## config.mk

```make
export PLATFORM = sky130hd
export DESIGN_NAME = urxf_rx_buffer
export DESIGN_NICKNAME = d
export VERILOG_FILES = /design/src/verilog/urxf_stage_fifo.sv /design/src/verilog/urxf_pkg.sv /design/src/verilog/urxf_rx_buffer.sv
export SDC_FILE = /design/constraint.sdc
export NUM_CORES = 2
export LEC_CHECK = 0
export ABC_CLOCK_PERIOD_IN_PS = 17750
export BUFFER_PORTS_ARGS = -buffer_cell sky130_fd_sc_hd__buf_2
export CORE_MARGIN = 2
export CORE_UTILIZATION = 30
export DETAILED_ROUTE_END_ITERATION = 12
export PLACE_DENSITY_LB_ADDON = 0.05
export REMOVE_ABC_BUFFERS = 1
export SETUP_SLACK_MARGIN = 0.4
export SYNTH_ARGS = -nofsm -noshare
export SYNTH_HDL_FRONTEND = slang
export SYNTH_SLANG_ARGS = --single-unit
export TNS_END_PERCENT = 50
```

## constraint.sdc

```tcl
create_clock -name clk -period 17.75 [get_ports clk]
set_input_delay 0.8875 -clock clk [delete_from_list [all_inputs] [get_ports clk]]
set_output_delay 0.8875 -clock clk [all_outputs]
set_load 0.1 [all_outputs]
```

## src/verilog/urxf_stage_fifo.sv

```systemverilog
`default_nettype none
// Intentionally empty: the staging FIFO is declared beside the receive buffer
`default_nettype wire

```

## src/verilog/urxf_pkg.sv

```systemverilog
`default_nettype none
package urxf_pkg;
  // Storage word layout: data byte plus three status bits
  localparam int DATA_W = 8;
  localparam int STAT_W = 3;
  localparam int WORD_W = DATA_W + STAT_W;
  localparam int FIFO_DEPTH = 256;
  localparam int STAGE_DEPTH = 8;
  // Status positions inside the stored word (upper bits of status register)
  localparam int ST_BREAK_POS = 10;
  localparam int ST_FRAME_POS = 9;
  localparam int ST_PARITY_POS = 8;
  // Status register bit positions
  localparam int SR_OVERRUN_POS = 4;
  localparam int SR_ADFLAG_POS = 5;
  // Parity field code that selects multi-drop
  localparam logic [1:0] PARITY_MULTIDROP = 2'h3;
  // Multi-drop sub-modes
  localparam logic [1:0] MD_HOST = 2'h0;
  localparam logic [1:0] MD_WAKE = 2'h1;
  localparam logic [1:0] MD_DOZE = 2'h2;
  localparam logic [1:0] MD_BOTH = 2'h3;
  // Bid offset levels, one per offset code
  localparam logic [8:0] BID_LVL0 = 9'h001;
  localparam logic [8:0] BID_LVL1 = 9'h040;
  localparam logic [8:0] BID_LVL2 = 9'h080;
  localparam logic [8:0] BID_LVL3 = 9'h0c0;
  // Reset values
  localparam logic RX_ENABLE_RST = 1'b0;
  typedef enum logic [2:0] {
    URXF_IDLE = 3'b001,
    URXF_WRITE = 3'b010,
    URXF_HOLD = 3'b100
  } urxf_state_t;
endpackage
`default_nettype wire

```

## src/verilog/urxf_rx_buffer.sv

```systemverilog
`default_nettype none
//Contract
//- Buffer holds 256 words of data byte plus three status bits.
//- Fill count is the bid; empty bids nothing, full bids 255.
//- Full flag set exactly when all 256 entries are occupied.
//- Offset field suppresses the bid until one of four levels is reached.
//- Status bits of the output entry appear as top three status bits.
//- Character mode shows only the status of the entry at the output.
//- Block mode latches the OR of errors until receiver or chip reset.
//- Block latch sets on exit by default; a command makes it set on entry.
//- Status reads never move the read pointer; only data reads do.
//- A character arriving on a full buffer is held until space frees.
//- A start bit during hold-over drops the held character, sets overrun.
//- Multi-drop is active when parity field equals binary 11.
//- In multi-drop the parity position is address (1) or data (0).
//- Sub-mode: 00 host, 01 auto wake, 10 auto doze, 11 both.
//- Transmit flag comes from a framing bit, set before loading bytes.
//- Host mode: disabled receiver loads address characters, drops data.
//- Received address flag is stored in the parity error position.
//- Framing, overrun and break work whether or not receiver enabled; here framing and break bits are kept only for characters that are loaded.
//- Auto wake enables the receiver on a matching address byte.
//- Auto doze disables the receiver on a non-matching address byte.
//- In auto sub-modes a mode bit keeps or strips the address byte.
//- Multi-drop overrides receiver disable and reset to keep monitoring.
//- Receiver reset drops shift data, clears ready and status, empties; here the overrun bit is not cleared.
//- Overrun stays set until the error reset command.
module urxf_rx_buffer #(
  parameter int DEPTH = urxf_pkg::FIFO_DEPTH
) (
  // Clock and reset
  input wire logic clk,
  input wire logic reset,
  // From receiver shift logic
  input wire logic charDone,
  input wire logic [7:0] charData,
  input wire logic charAdFlag,
  input wire logic charParityErr,
  input wire logic charFrameErr,
  input wire logic charBreak,
  input wire logic startBit,
  // Host configuration
  input wire logic [1:0] framingParity,
  input wire logic [1:0] multidropSubMode,
  input wire logic addrLoadKeep,
  input wire logic [1:0] rxBidOffsetLevel,
  input wire logic errorBlockMode,
  input wire logic [7:0] stationAddress,
  // Host commands, one-cycle pulses
  input wire logic cmdRxEnable,
  input wire logic cmdRxDisable,
  input wire logic cmdRxReset,
  input wire logic cmdErrorReset,
  input wire logic cmdLatchOnEntry,
  input wire logic cmdLatchOnExit,
  input wire logic dataRead,
  // Status to host
  output logic [7:0] rxData,
  output logic [7:0] channelStatus,
  output logic receiveReadyFlag,
  output logic rxBufferFullFlag,
  output logic [7:0] rxBid,
  output logic rxEnabled
);
  initial begin
    if (DEPTH != urxf_pkg::FIFO_DEPTH) $error("Buffer depth must be 256");
  end
  localparam int AW = 8;

  ////////////////////////////////////////////////////////////////////////
  // Character admission and multi-drop recognition
  logic rxEnable_r;
  logic latchOnEntry_r;
  logic overrun_r;
  logic holdValid_r;
  logic [10:0] hold_r;
  wire multidrop = framingParity == urxf_pkg::PARITY_MULTIDROP;
  wire autoWake = multidrop && multidropSubMode[0];
  wire autoDoze = multidrop && multidropSubMode[1];
  wire autoMode = multidrop && (multidropSubMode != urxf_pkg::MD_HOST);
  wire isAddr = multidrop && charAdFlag;
  wire addrMatch = charData == stationAddress;
  // Address bytes in auto modes are kept only when the keep bit asks
  wire autoAccept = isAddr ? addrLoadKeep : rxEnable_r;
  // Host mode monitors the line even while disabled
  wire hostAccept = rxEnable_r || isAddr;
  wire accept = !multidrop ? rxEnable_r : (autoMode ? autoAccept : hostAccept);
  // Parity error slot carries the address flag in multi-drop
  wire statParity = multidrop ? charAdFlag : charParityErr;
  wire [10:0] newWord = {charBreak, charFrameErr, statParity, charData};
  wire admit = charDone && accept && !cmdRxReset;
  ////////////////////////////////////////////////////////////////////////
  // Staging FIFO between assembly and the main buffer
  logic stValid;
  logic stReady;
  logic [10:0] stData;
  logic stInReady;
  urxf_stage_fifo #(.WIDTH(urxf_pkg::WORD_W), .DEPTH(urxf_pkg::STAGE_DEPTH)) stage (
    .clk(clk),
    .reset(reset || cmdRxReset),
    .inValid(admit),
    .inReady(stInReady),
    .inData(newWord),
    .outValid(stValid),
    .outReady(stReady),
    .outData(stData)
  );

  ////////////////////////////////////////////////////////////////////////
  // Main buffer memory and pointers
  logic [10:0] mem [DEPTH];
  logic [AW:0] wrPtr_r;
  logic [AW:0] rdPtr_r;
  wire [AW:0] count = wrPtr_r - rdPtr_r;
  wire full = count[AW];
  wire empty = count == '0;
  wire popMain = dataRead && !empty;
  // Held character has priority over staged ones to keep order
  wire fromHold = holdValid_r;
  wire [10:0] wrWord = fromHold ? hold_r : stData;
  wire wrReq = fromHold || stValid;
  wire wrMain = wrReq && (!full || popMain) && !cmdRxReset;
  // Staging drains into the hold register when the buffer is full
  assign stReady = !fromHold && !cmdRxReset;
  wire toHold = stValid && stReady && full && !popMain;
  wire [10:0] outWord = mem[rdPtr_r[AW-1:0]];

  always_ff @(posedge clk) begin
    if (wrMain) begin
      mem[wrPtr_r[AW-1:0]] <= wrWord;
    end
  end
  // Receiver reset realigns pointers without touching stored words
  always_ff @(posedge clk) begin
    if (reset || cmdRxReset) begin
      wrPtr_r <= '0;
      rdPtr_r <= '0;
    end else begin
      wrPtr_r <= wrPtr_r + (AW+1)'(wrMain);
      rdPtr_r <= rdPtr_r + (AW+1)'(popMain);
    end
  end
  // Hold-over register; a new start bit while holding drops it
  always_ff @(posedge clk) begin
    if (reset || cmdRxReset) begin
      holdValid_r <= 1'b0;
      hold_r <= '0;
    end else if (holdValid_r && startBit && !wrMain) begin
      holdValid_r <= 1'b0;
    end else if (toHold) begin
      holdValid_r <= 1'b1;
      hold_r <= stData;
    end else if (fromHold && wrMain) begin
      holdValid_r <= 1'b0;
    end
  end
  // Overrun is sticky; set beats clear; a push refused by a full stage loses data too
  wire stageLost = admit && !stInReady;
  wire overrunSet = (holdValid_r && startBit && !wrMain) || stageLost;
  always_ff @(posedge clk) begin
    if (reset) begin
      overrun_r <= 1'b0;
    end else if (overrunSet) begin
      overrun_r <= 1'b1;
    end else if (cmdErrorReset) begin
      overrun_r <= 1'b0;
    end
  end

  ////////////////////////////////////////////////////////////////////////
  // Receiver enable, driven by host and the recognition logic
  wire recogAddr = charDone && isAddr;
  always_ff @(posedge clk) begin
    if (reset) begin
      rxEnable_r <= urxf_pkg::RX_ENABLE_RST;
    end else if (cmdRxDisable || cmdRxReset) begin
      rxEnable_r <= 1'b0;
    end else if (cmdRxEnable) begin
      rxEnable_r <= 1'b1;
    end else if (recogAddr && autoWake && addrMatch) begin
      rxEnable_r <= 1'b1;
    end else if (recogAddr && autoDoze && !addrMatch) begin
      rxEnable_r <= 1'b0;
    end
  end

  ////////////////////////////////////////////////////////////////////////
  // Block mode error latch and its source selection
  logic [2:0] blockLatch_r;
  always_ff @(posedge clk) begin
    if (reset) begin
      latchOnEntry_r <= 1'b0;
    end else if (cmdLatchOnEntry) begin
      latchOnEntry_r <= 1'b1;
    end else if (cmdLatchOnExit) begin
      latchOnEntry_r <= 1'b0;
    end
  end
  wire [2:0] entryErr = wrMain ? wrWord[10:8] : 3'h0;
  wire [2:0] exitErr = popMain ? outWord[10:8] : 3'h0;
  wire [2:0] latchIn = latchOnEntry_r ? entryErr : exitErr;
  // Only a receiver reset or chip reset clears the latch
  always_ff @(posedge clk) begin
    if (reset || cmdRxReset) begin
      blockLatch_r <= 3'h0;
    end else begin
      blockLatch_r <= blockLatch_r | latchIn;
    end
  end

  ////////////////////////////////////////////////////////////////////////
  // Bid with offset level suppression
  function automatic logic [8:0] bidLevel(input logic [1:0] code);
    case (code)
      2'h0: bidLevel = urxf_pkg::BID_LVL0;
      2'h1: bidLevel = urxf_pkg::BID_LVL1;
      2'h2: bidLevel = urxf_pkg::BID_LVL2;
      default: bidLevel = urxf_pkg::BID_LVL3;
    endcase
  endfunction
  wire [AW:0] nextCount = count + (AW+1)'(wrMain) - (AW+1)'(popMain);
  wire nextEmpty = nextCount == '0;
  wire bidOn = !nextEmpty && nextCount >= bidLevel(rxBidOffsetLevel);
  // A full buffer saturates at 255 in the eight-bit bid
  wire [7:0] bidVal = nextCount[AW] ? 8'hff : nextCount[7:0];

  ////////////////////////////////////////////////////////////////////////
  // Registered outputs
  wire nextFullFlag = nextCount[AW];
  // A word written into the head slot this edge is not in memory yet, so bypass it
  wire [AW-1:0] headAddr = rdPtr_r[AW-1:0] + 8'(popMain);
  wire headBypass = wrMain && (wrPtr_r[AW-1:0] == headAddr);
  wire [10:0] headWord = headBypass ? wrWord : mem[headAddr];
  wire [2:0] charStat = nextEmpty ? 3'h0 : headWord[10:8];
  wire [2:0] upperStat = errorBlockMode ? blockLatch_r | latchIn : charStat;
  wire [7:0] nextData = headWord[7:0];
  always_ff @(posedge clk) begin
    if (reset || cmdRxReset) begin
      rxData <= 8'h00;
      channelStatus <= 8'h00;
      receiveReadyFlag <= 1'b0;
      rxBufferFullFlag <= 1'b0;
      rxBid <= 8'h00;
      rxEnabled <= 1'b0;
    end else begin
      rxData <= nextData;
      channelStatus <= {upperStat, overrun_r || overrunSet, 2'h0, nextFullFlag, !nextEmpty};
      receiveReadyFlag <= !nextEmpty;
      rxBufferFullFlag <= nextFullFlag;
      rxBid <= bidOn ? bidVal : 8'h00;
      rxEnabled <= rxEnable_r;
    end
  end

  ////////////////////////////////////////////////////////////////////////
  // Checks
  full_flag_a: assert property (@(posedge clk) disable iff (reset)
    rxBufferFullFlag == (count == (AW+1)'(DEPTH)) && (!rxBufferFullFlag || rxBid == 8'hff))
    else $error("full flag without full count");
  bid_empty_a: assert property (@(posedge clk) disable iff (reset)
    !receiveReadyFlag |-> rxBid == 8'h00) else $error("empty buffer bids");
  bid_count_a: assert property (@(posedge clk) disable iff (reset)
    rxBid != 8'h00 && !rxBufferFullFlag |-> rxBid == count[7:0])
    else $error("bid not fill count");
  bid_level_a: assert property (@(posedge clk) disable iff (reset)
    (rxBid != 8'h00 && !rxBufferFullFlag) |-> rxBid >= 8'(bidLevel($past(rxBidOffsetLevel))))
    else $error("bid below offset level");
  status_read_a: assert property (@(posedge clk) disable iff (reset || cmdRxReset)
    !dataRead && !wrMain |=> rdPtr_r == $past(rdPtr_r)) else $error("pointer moved");
  head_word_a: assert property (@(posedge clk) disable iff (reset)
    receiveReadyFlag && !$past(errorBlockMode) |->
      channelStatus[7:5] == outWord[10:8] && rxData == outWord[7:0])
    else $error("status not of head entry");
  rx_reset_a: assert property (@(posedge clk) disable iff (reset)
    cmdRxReset |=> !receiveReadyFlag && rxBid == 8'h00 && count == '0)
    else $error("receiver reset left data");
  overrun_hold_a: assert property (@(posedge clk) disable iff (reset)
    overrun_r && !cmdErrorReset |=> overrun_r) else $error("overrun lost");
  error_reset_a: assert property (@(posedge clk) disable iff (reset)
    cmdErrorReset && !overrunSet |=> !overrun_r) else $error("overrun not cleared");
  overrun_set_a: assert property (@(posedge clk) disable iff (reset)
    holdValid_r && startBit && !wrMain |=> overrun_r ##0 !holdValid_r)
    else $error("overrun not raised");
  block_sticky_a: assert property (@(posedge clk) disable iff (reset || cmdRxReset)
    (blockLatch_r != 3'h0) |=> (blockLatch_r & $past(blockLatch_r)) == $past(blockLatch_r))
    else $error("block latch dropped");
  wake_match_a: assert property (@(posedge clk) disable iff (reset)
    recogAddr && autoWake && addrMatch && !cmdRxDisable && !cmdRxReset |=> rxEnable_r)
    else $error("wake missed");
  doze_miss_a: assert property (@(posedge clk) disable iff (reset)
    recogAddr && autoDoze && !autoWake && !addrMatch && !cmdRxEnable |=> !rxEnable_r)
    else $error("doze missed");
  host_drop_a: assert property (@(posedge clk) disable iff (reset)
    charDone && multidrop && !autoMode && !rxEnable_r && !charAdFlag |-> !admit)
    else $error("data kept while disabled");
endmodule

////////////////////////////////////////////////////////////////////////
// Small staging FIFO between character assembly and the receive buffer
module urxf_stage_fifo #(
  parameter int WIDTH = 11,
  parameter int DEPTH = 8
) (
  // Clock and reset
  input wire logic clk,
  input wire logic reset,
  // Fill side
  input wire logic inValid,
  output logic inReady,
  input wire logic [WIDTH-1:0] inData,
  // Drain side
  output logic outValid,
  input wire logic outReady,
  output logic [WIDTH-1:0] outData
);
  localparam int AW = $clog2(DEPTH);
  initial begin
    if (DEPTH < 2 || (1 << AW) != DEPTH) $error("DEPTH must be a power of two");
  end
  logic [WIDTH-1:0] mem [DEPTH];
  logic [AW:0] wrPtr_r;
  logic [AW:0] rdPtr_r;
  wire push = inValid && inReady;
  wire pop = outValid && outReady;
  // Full when pointers differ only in the wrap bit
  assign inReady = (wrPtr_r ^ rdPtr_r) != {1'h1, {AW{1'h0}}};
  assign outValid = wrPtr_r != rdPtr_r;
  assign outData = mem[rdPtr_r[AW-1:0]];
  always_ff @(posedge clk) begin
    if (push) begin
      mem[wrPtr_r[AW-1:0]] <= inData;
    end
  end
  always_ff @(posedge clk) begin
    if (reset) begin
      wrPtr_r <= '0;
      rdPtr_r <= '0;
    end else begin
      wrPtr_r <= wrPtr_r + (AW+1)'(push);
      rdPtr_r <= rdPtr_r + (AW+1)'(pop);
    end
  end
endmodule
`default_nettype wire

```

==> flow_summary.toml <==
[synthesis]
synth-compound-area-share_pct = 2.816
synthSimpleGateAreaFrac_pct = 5.381
yosys.area.top_type_share_pct = 71.10
yosys-top-cells-area = "edfxtp_1, mux4_2, nand2_1, dfxtp_1, nor2_1"
synth_largest_area_cell = "edfxtp_1"
synth_area_um2 = 122600
synth_flop_cell = "edfxtp_1"
synthArstFlopShare_pct = 0
synth_edf_count = 2904
ys_warn_count = 0
post-synth-top-count-cell = "edfxtp_1"
syn_area_per_cell_um2 = 18.71
synthAdderAreaFrac_pct = 0.3591
muxShareOfSynthArea_pct = 16.97
synth_top_family_by_area = "multiplexers"
netlist-cell-type-count = 78
ys_seq_area_share_pct = 72.19
synth-xor-area-share_pct = 0.4040
synthCells = 6557
synth_seq_cells = 2971
synth_common_cells = "edfxtp_1, mux4_2, nand2_1, nor2_1, nand3_1"

[floorplan]
die_height_um = 643.4
ioPinCount = 66
fp.dieW_um = 643.4
start_util_pct = 30.16
rows = 234
dieArea_um2 = 414000
coreArea_um2 = 406700

[timing]
hold_viol_final = 0
whs_ns = 0.1206
slew_headroom_pct = 2.016
finalSetupTns_ns = 0
worst_slack_ns = 8.730
worst_slew_pin_slew_ns = 1.470
fmax_mhz = 110.9
drv_slew = 0
rsz0062_at_grt = "no"
period_needed_ns = 9.020
fin_crit_sh_pct = 50.82
finalClockSkew_ns = 0.06740
setup_viol_count_final = 0

[flow_run]
max_cap_viol_count = 0

[power_and_ir_drop]
p_leak_nw = 43.09
clkPwrFrac_pct = 37.9
p_per_area_nw_per_um2 = 131.8
power.share.switching_pct = 27.52
seqPwrFrac_pct = 40.9
p_int_mw = 13.54
combPwrFrac_pct = 21.2
ir_worst_vdd_mv = 0.2386
fin_total_pwr_mw = 18.68
switchingPower_mw = 5.140

[cts]
cts_buffers = 349
cts_resized = 0
cts_tree = "done"
clk_latency_ns = 0.96
cts_max_level = 5
path_clk_slew_ns = 0.06
clock_path_buffers = 4
clock_sinks = 2971
root_buffer = "clkbuf_16"
post_cts_buffers = 0
hold_buffers = 0

[route]
drt-vias-per-instance = 5.271
drt-pass1-iter-count = 6
wl_mm = 426.1
ant_nets = 0
num_vias = 66030
drc = 0
wl_per_cell_um = 34.01
initialDrtViolationCount = 6680

[layout]
fin_util_pct = 34.86
layout.cells.non_filler = 12530
drive_above_1_share_pct = 27.20
fill_cells = 38120
syn_to_final_growth_pct = 15.59
fin_area_um2 = 141800
finalNetCount = 6877

[global_route]
grt_pass1_vias = 68130
grt_pass1_wl_mm = 588.3
grt_max_degree = 166
grt_overflow_total = 0
grt.total_usage_pct = 20.27
antenna_found_initial = 21

[place]
postPlaceCellArea_um2 = 130600
dp.cells = 11880
portBuffers = 63
routabilityCongestion = 0.8250
place_ws_ns = 8.627
dp.final_hpwl_mm = 262.0

[hold_path]
min_path_type = "input pin to flip-flop"

[setup_path]
start_kind = "flip-flop"
cp_max_fo = 99
required_ns = 18.60
arrival_ns = 9.87
worstSetupEndpointType = "flip-flop"
crit_type = "flip-flop to flip-flop"

[outcome]
status = "complete, no violations"
==> critical path, stage by stage, from the launching register on <==
cell and delay [ns]:
dfxtp_4 0.61, inv_2 0.32, ha_1 0.42, o21ai_0 0.16
a21boi_0 0.38, o21a_1 0.17, nor2_1 0.05, xor2_1 0.26
ha_1 0.21, and3_1 0.17, nand3_1 0.11, o21a_1 0.26
ha_4 0.20, ha_4 0.74, buf_12 0.45, buf_4 0.67
buf_4 0.65, mux4_2 0.34, nand2_1 0.06, and3_1 0.22
a311oi_1 0.43, a31oi_1 0.24, a22oi_1 0.89, a21oi_1 0.31
nor4_1 0.30
==> state kept, by name (all words and copies together), names as in the netlist, 4 cells and up <==
name / count
mem: 2816
stage.mem: 88
hold_r: 11
rdPtr_r: 9
wrPtr_r: 9
rxBid: 8
rxData: 8
channelStatus: 6
stage.rdPtr_r: 4
stage.wrPtr_r: 4
==> final cells by class <==
class | count | area [um2] | share of cell area (%)
diodes | 15 | 37.54 | 0.02648
clock buffers | 425 | 9196 | 6.487
clock inverters | 206 | 1914 | 1.350
inverters | 40 | 150.1 | 0.1059
multi-input cells | 3112 | 32610 | 23.00
flip-flops and latches | 2971 | 88560 | 62.47
well taps | 5428 | 6792 | 4.791
repair buffers | 330 | 2505 | 1.767
==> layer usage <==
layer	GRT usage (%)	vias up	wire (um)
met5	0	-	8
met4	5.427	2	11960
met3	2.773	563	19480
met2	32.82	1827	201300
met1	28.64	36330	193400
li1	-	27310	-
==> kinds of logic after synthesis <==
family / count (synthesis)
AOI/OAI and AO/OA: 476
other: 1
adders and majority gates: 34
DFF: 2971
buffers and inverters: 475
xor gates and xnor gates: 52
muxes: 1000
and+or+nand+nor: 1548
==> power groups by stage <==
stage                     Combinational, mW  Sequential (mW)  Clock, mW
after floorplan                        3.40             7.90          0
after global placement                 4.07             7.79          0
after detailed placement               4.06             7.79          0
after CTS                              4.07             7.64       7.27
after global routing                   4.23             7.64       7.52
final                                  3.95             7.64       7.08
==> cell usage in the layout, fill, tap and decap left out, types with 14 or more instances in the layout <==
| cell type | instances |
|---|---|
| nand4_1 | 33 |
| a32oi_1 | 19 |
| nor3_1 | 15 |
| buf_4 | 251 |
| clkinv_1 | 84 |
| nor2_1 | 184 |
| nor2_2 | 169 |
| mux2i_1 | 114 |
| diode_2 | 15 |
| mux4_2 | 861 |
| edfxtp_1 | 2904 |
| ha_1 | 30 |
| mux2_2 | 14 |
| buf_2 | 64 |
| nand3_1 | 233 |
| nor4_1 | 14 |
| a221oi_1 | 26 |
| a21oi_1 | 90 |
| a311oi_1 | 79 |
| buf_12 | 15 |
| a22oi_1 | 70 |
| bufinv_16 | 29 |
| xor2_1 | 15 |
| and3_1 | 64 |
| nand2_1 | 753 |
| inv_1 | 34 |
| dfxtp_1 | 62 |
| nand2b_1 | 17 |
| o21ai_0 | 23 |
| clkbuf_16 | 355 |
| a31oi_1 | 65 |
| xnor2_1 | 27 |
| clkinv_2 | 61 |
| clkbuf_1 | 65 |
==> final timing paths <==
kind                              startpoint          endpoint  slack, ns  cells past startpoint
worst min register to register     overrun_r  channelStatus[4]       0.48                      2
worst max-delay path              rdPtr_r[2]         rxData[7]       8.73                     24
worst min-delay path            cmdRxDisable        rxEnable_r       0.12                      2
worst max register to register    rdPtr_r[2]         rxData[7]       8.73                     24
(Power assumes the default switching activity.)
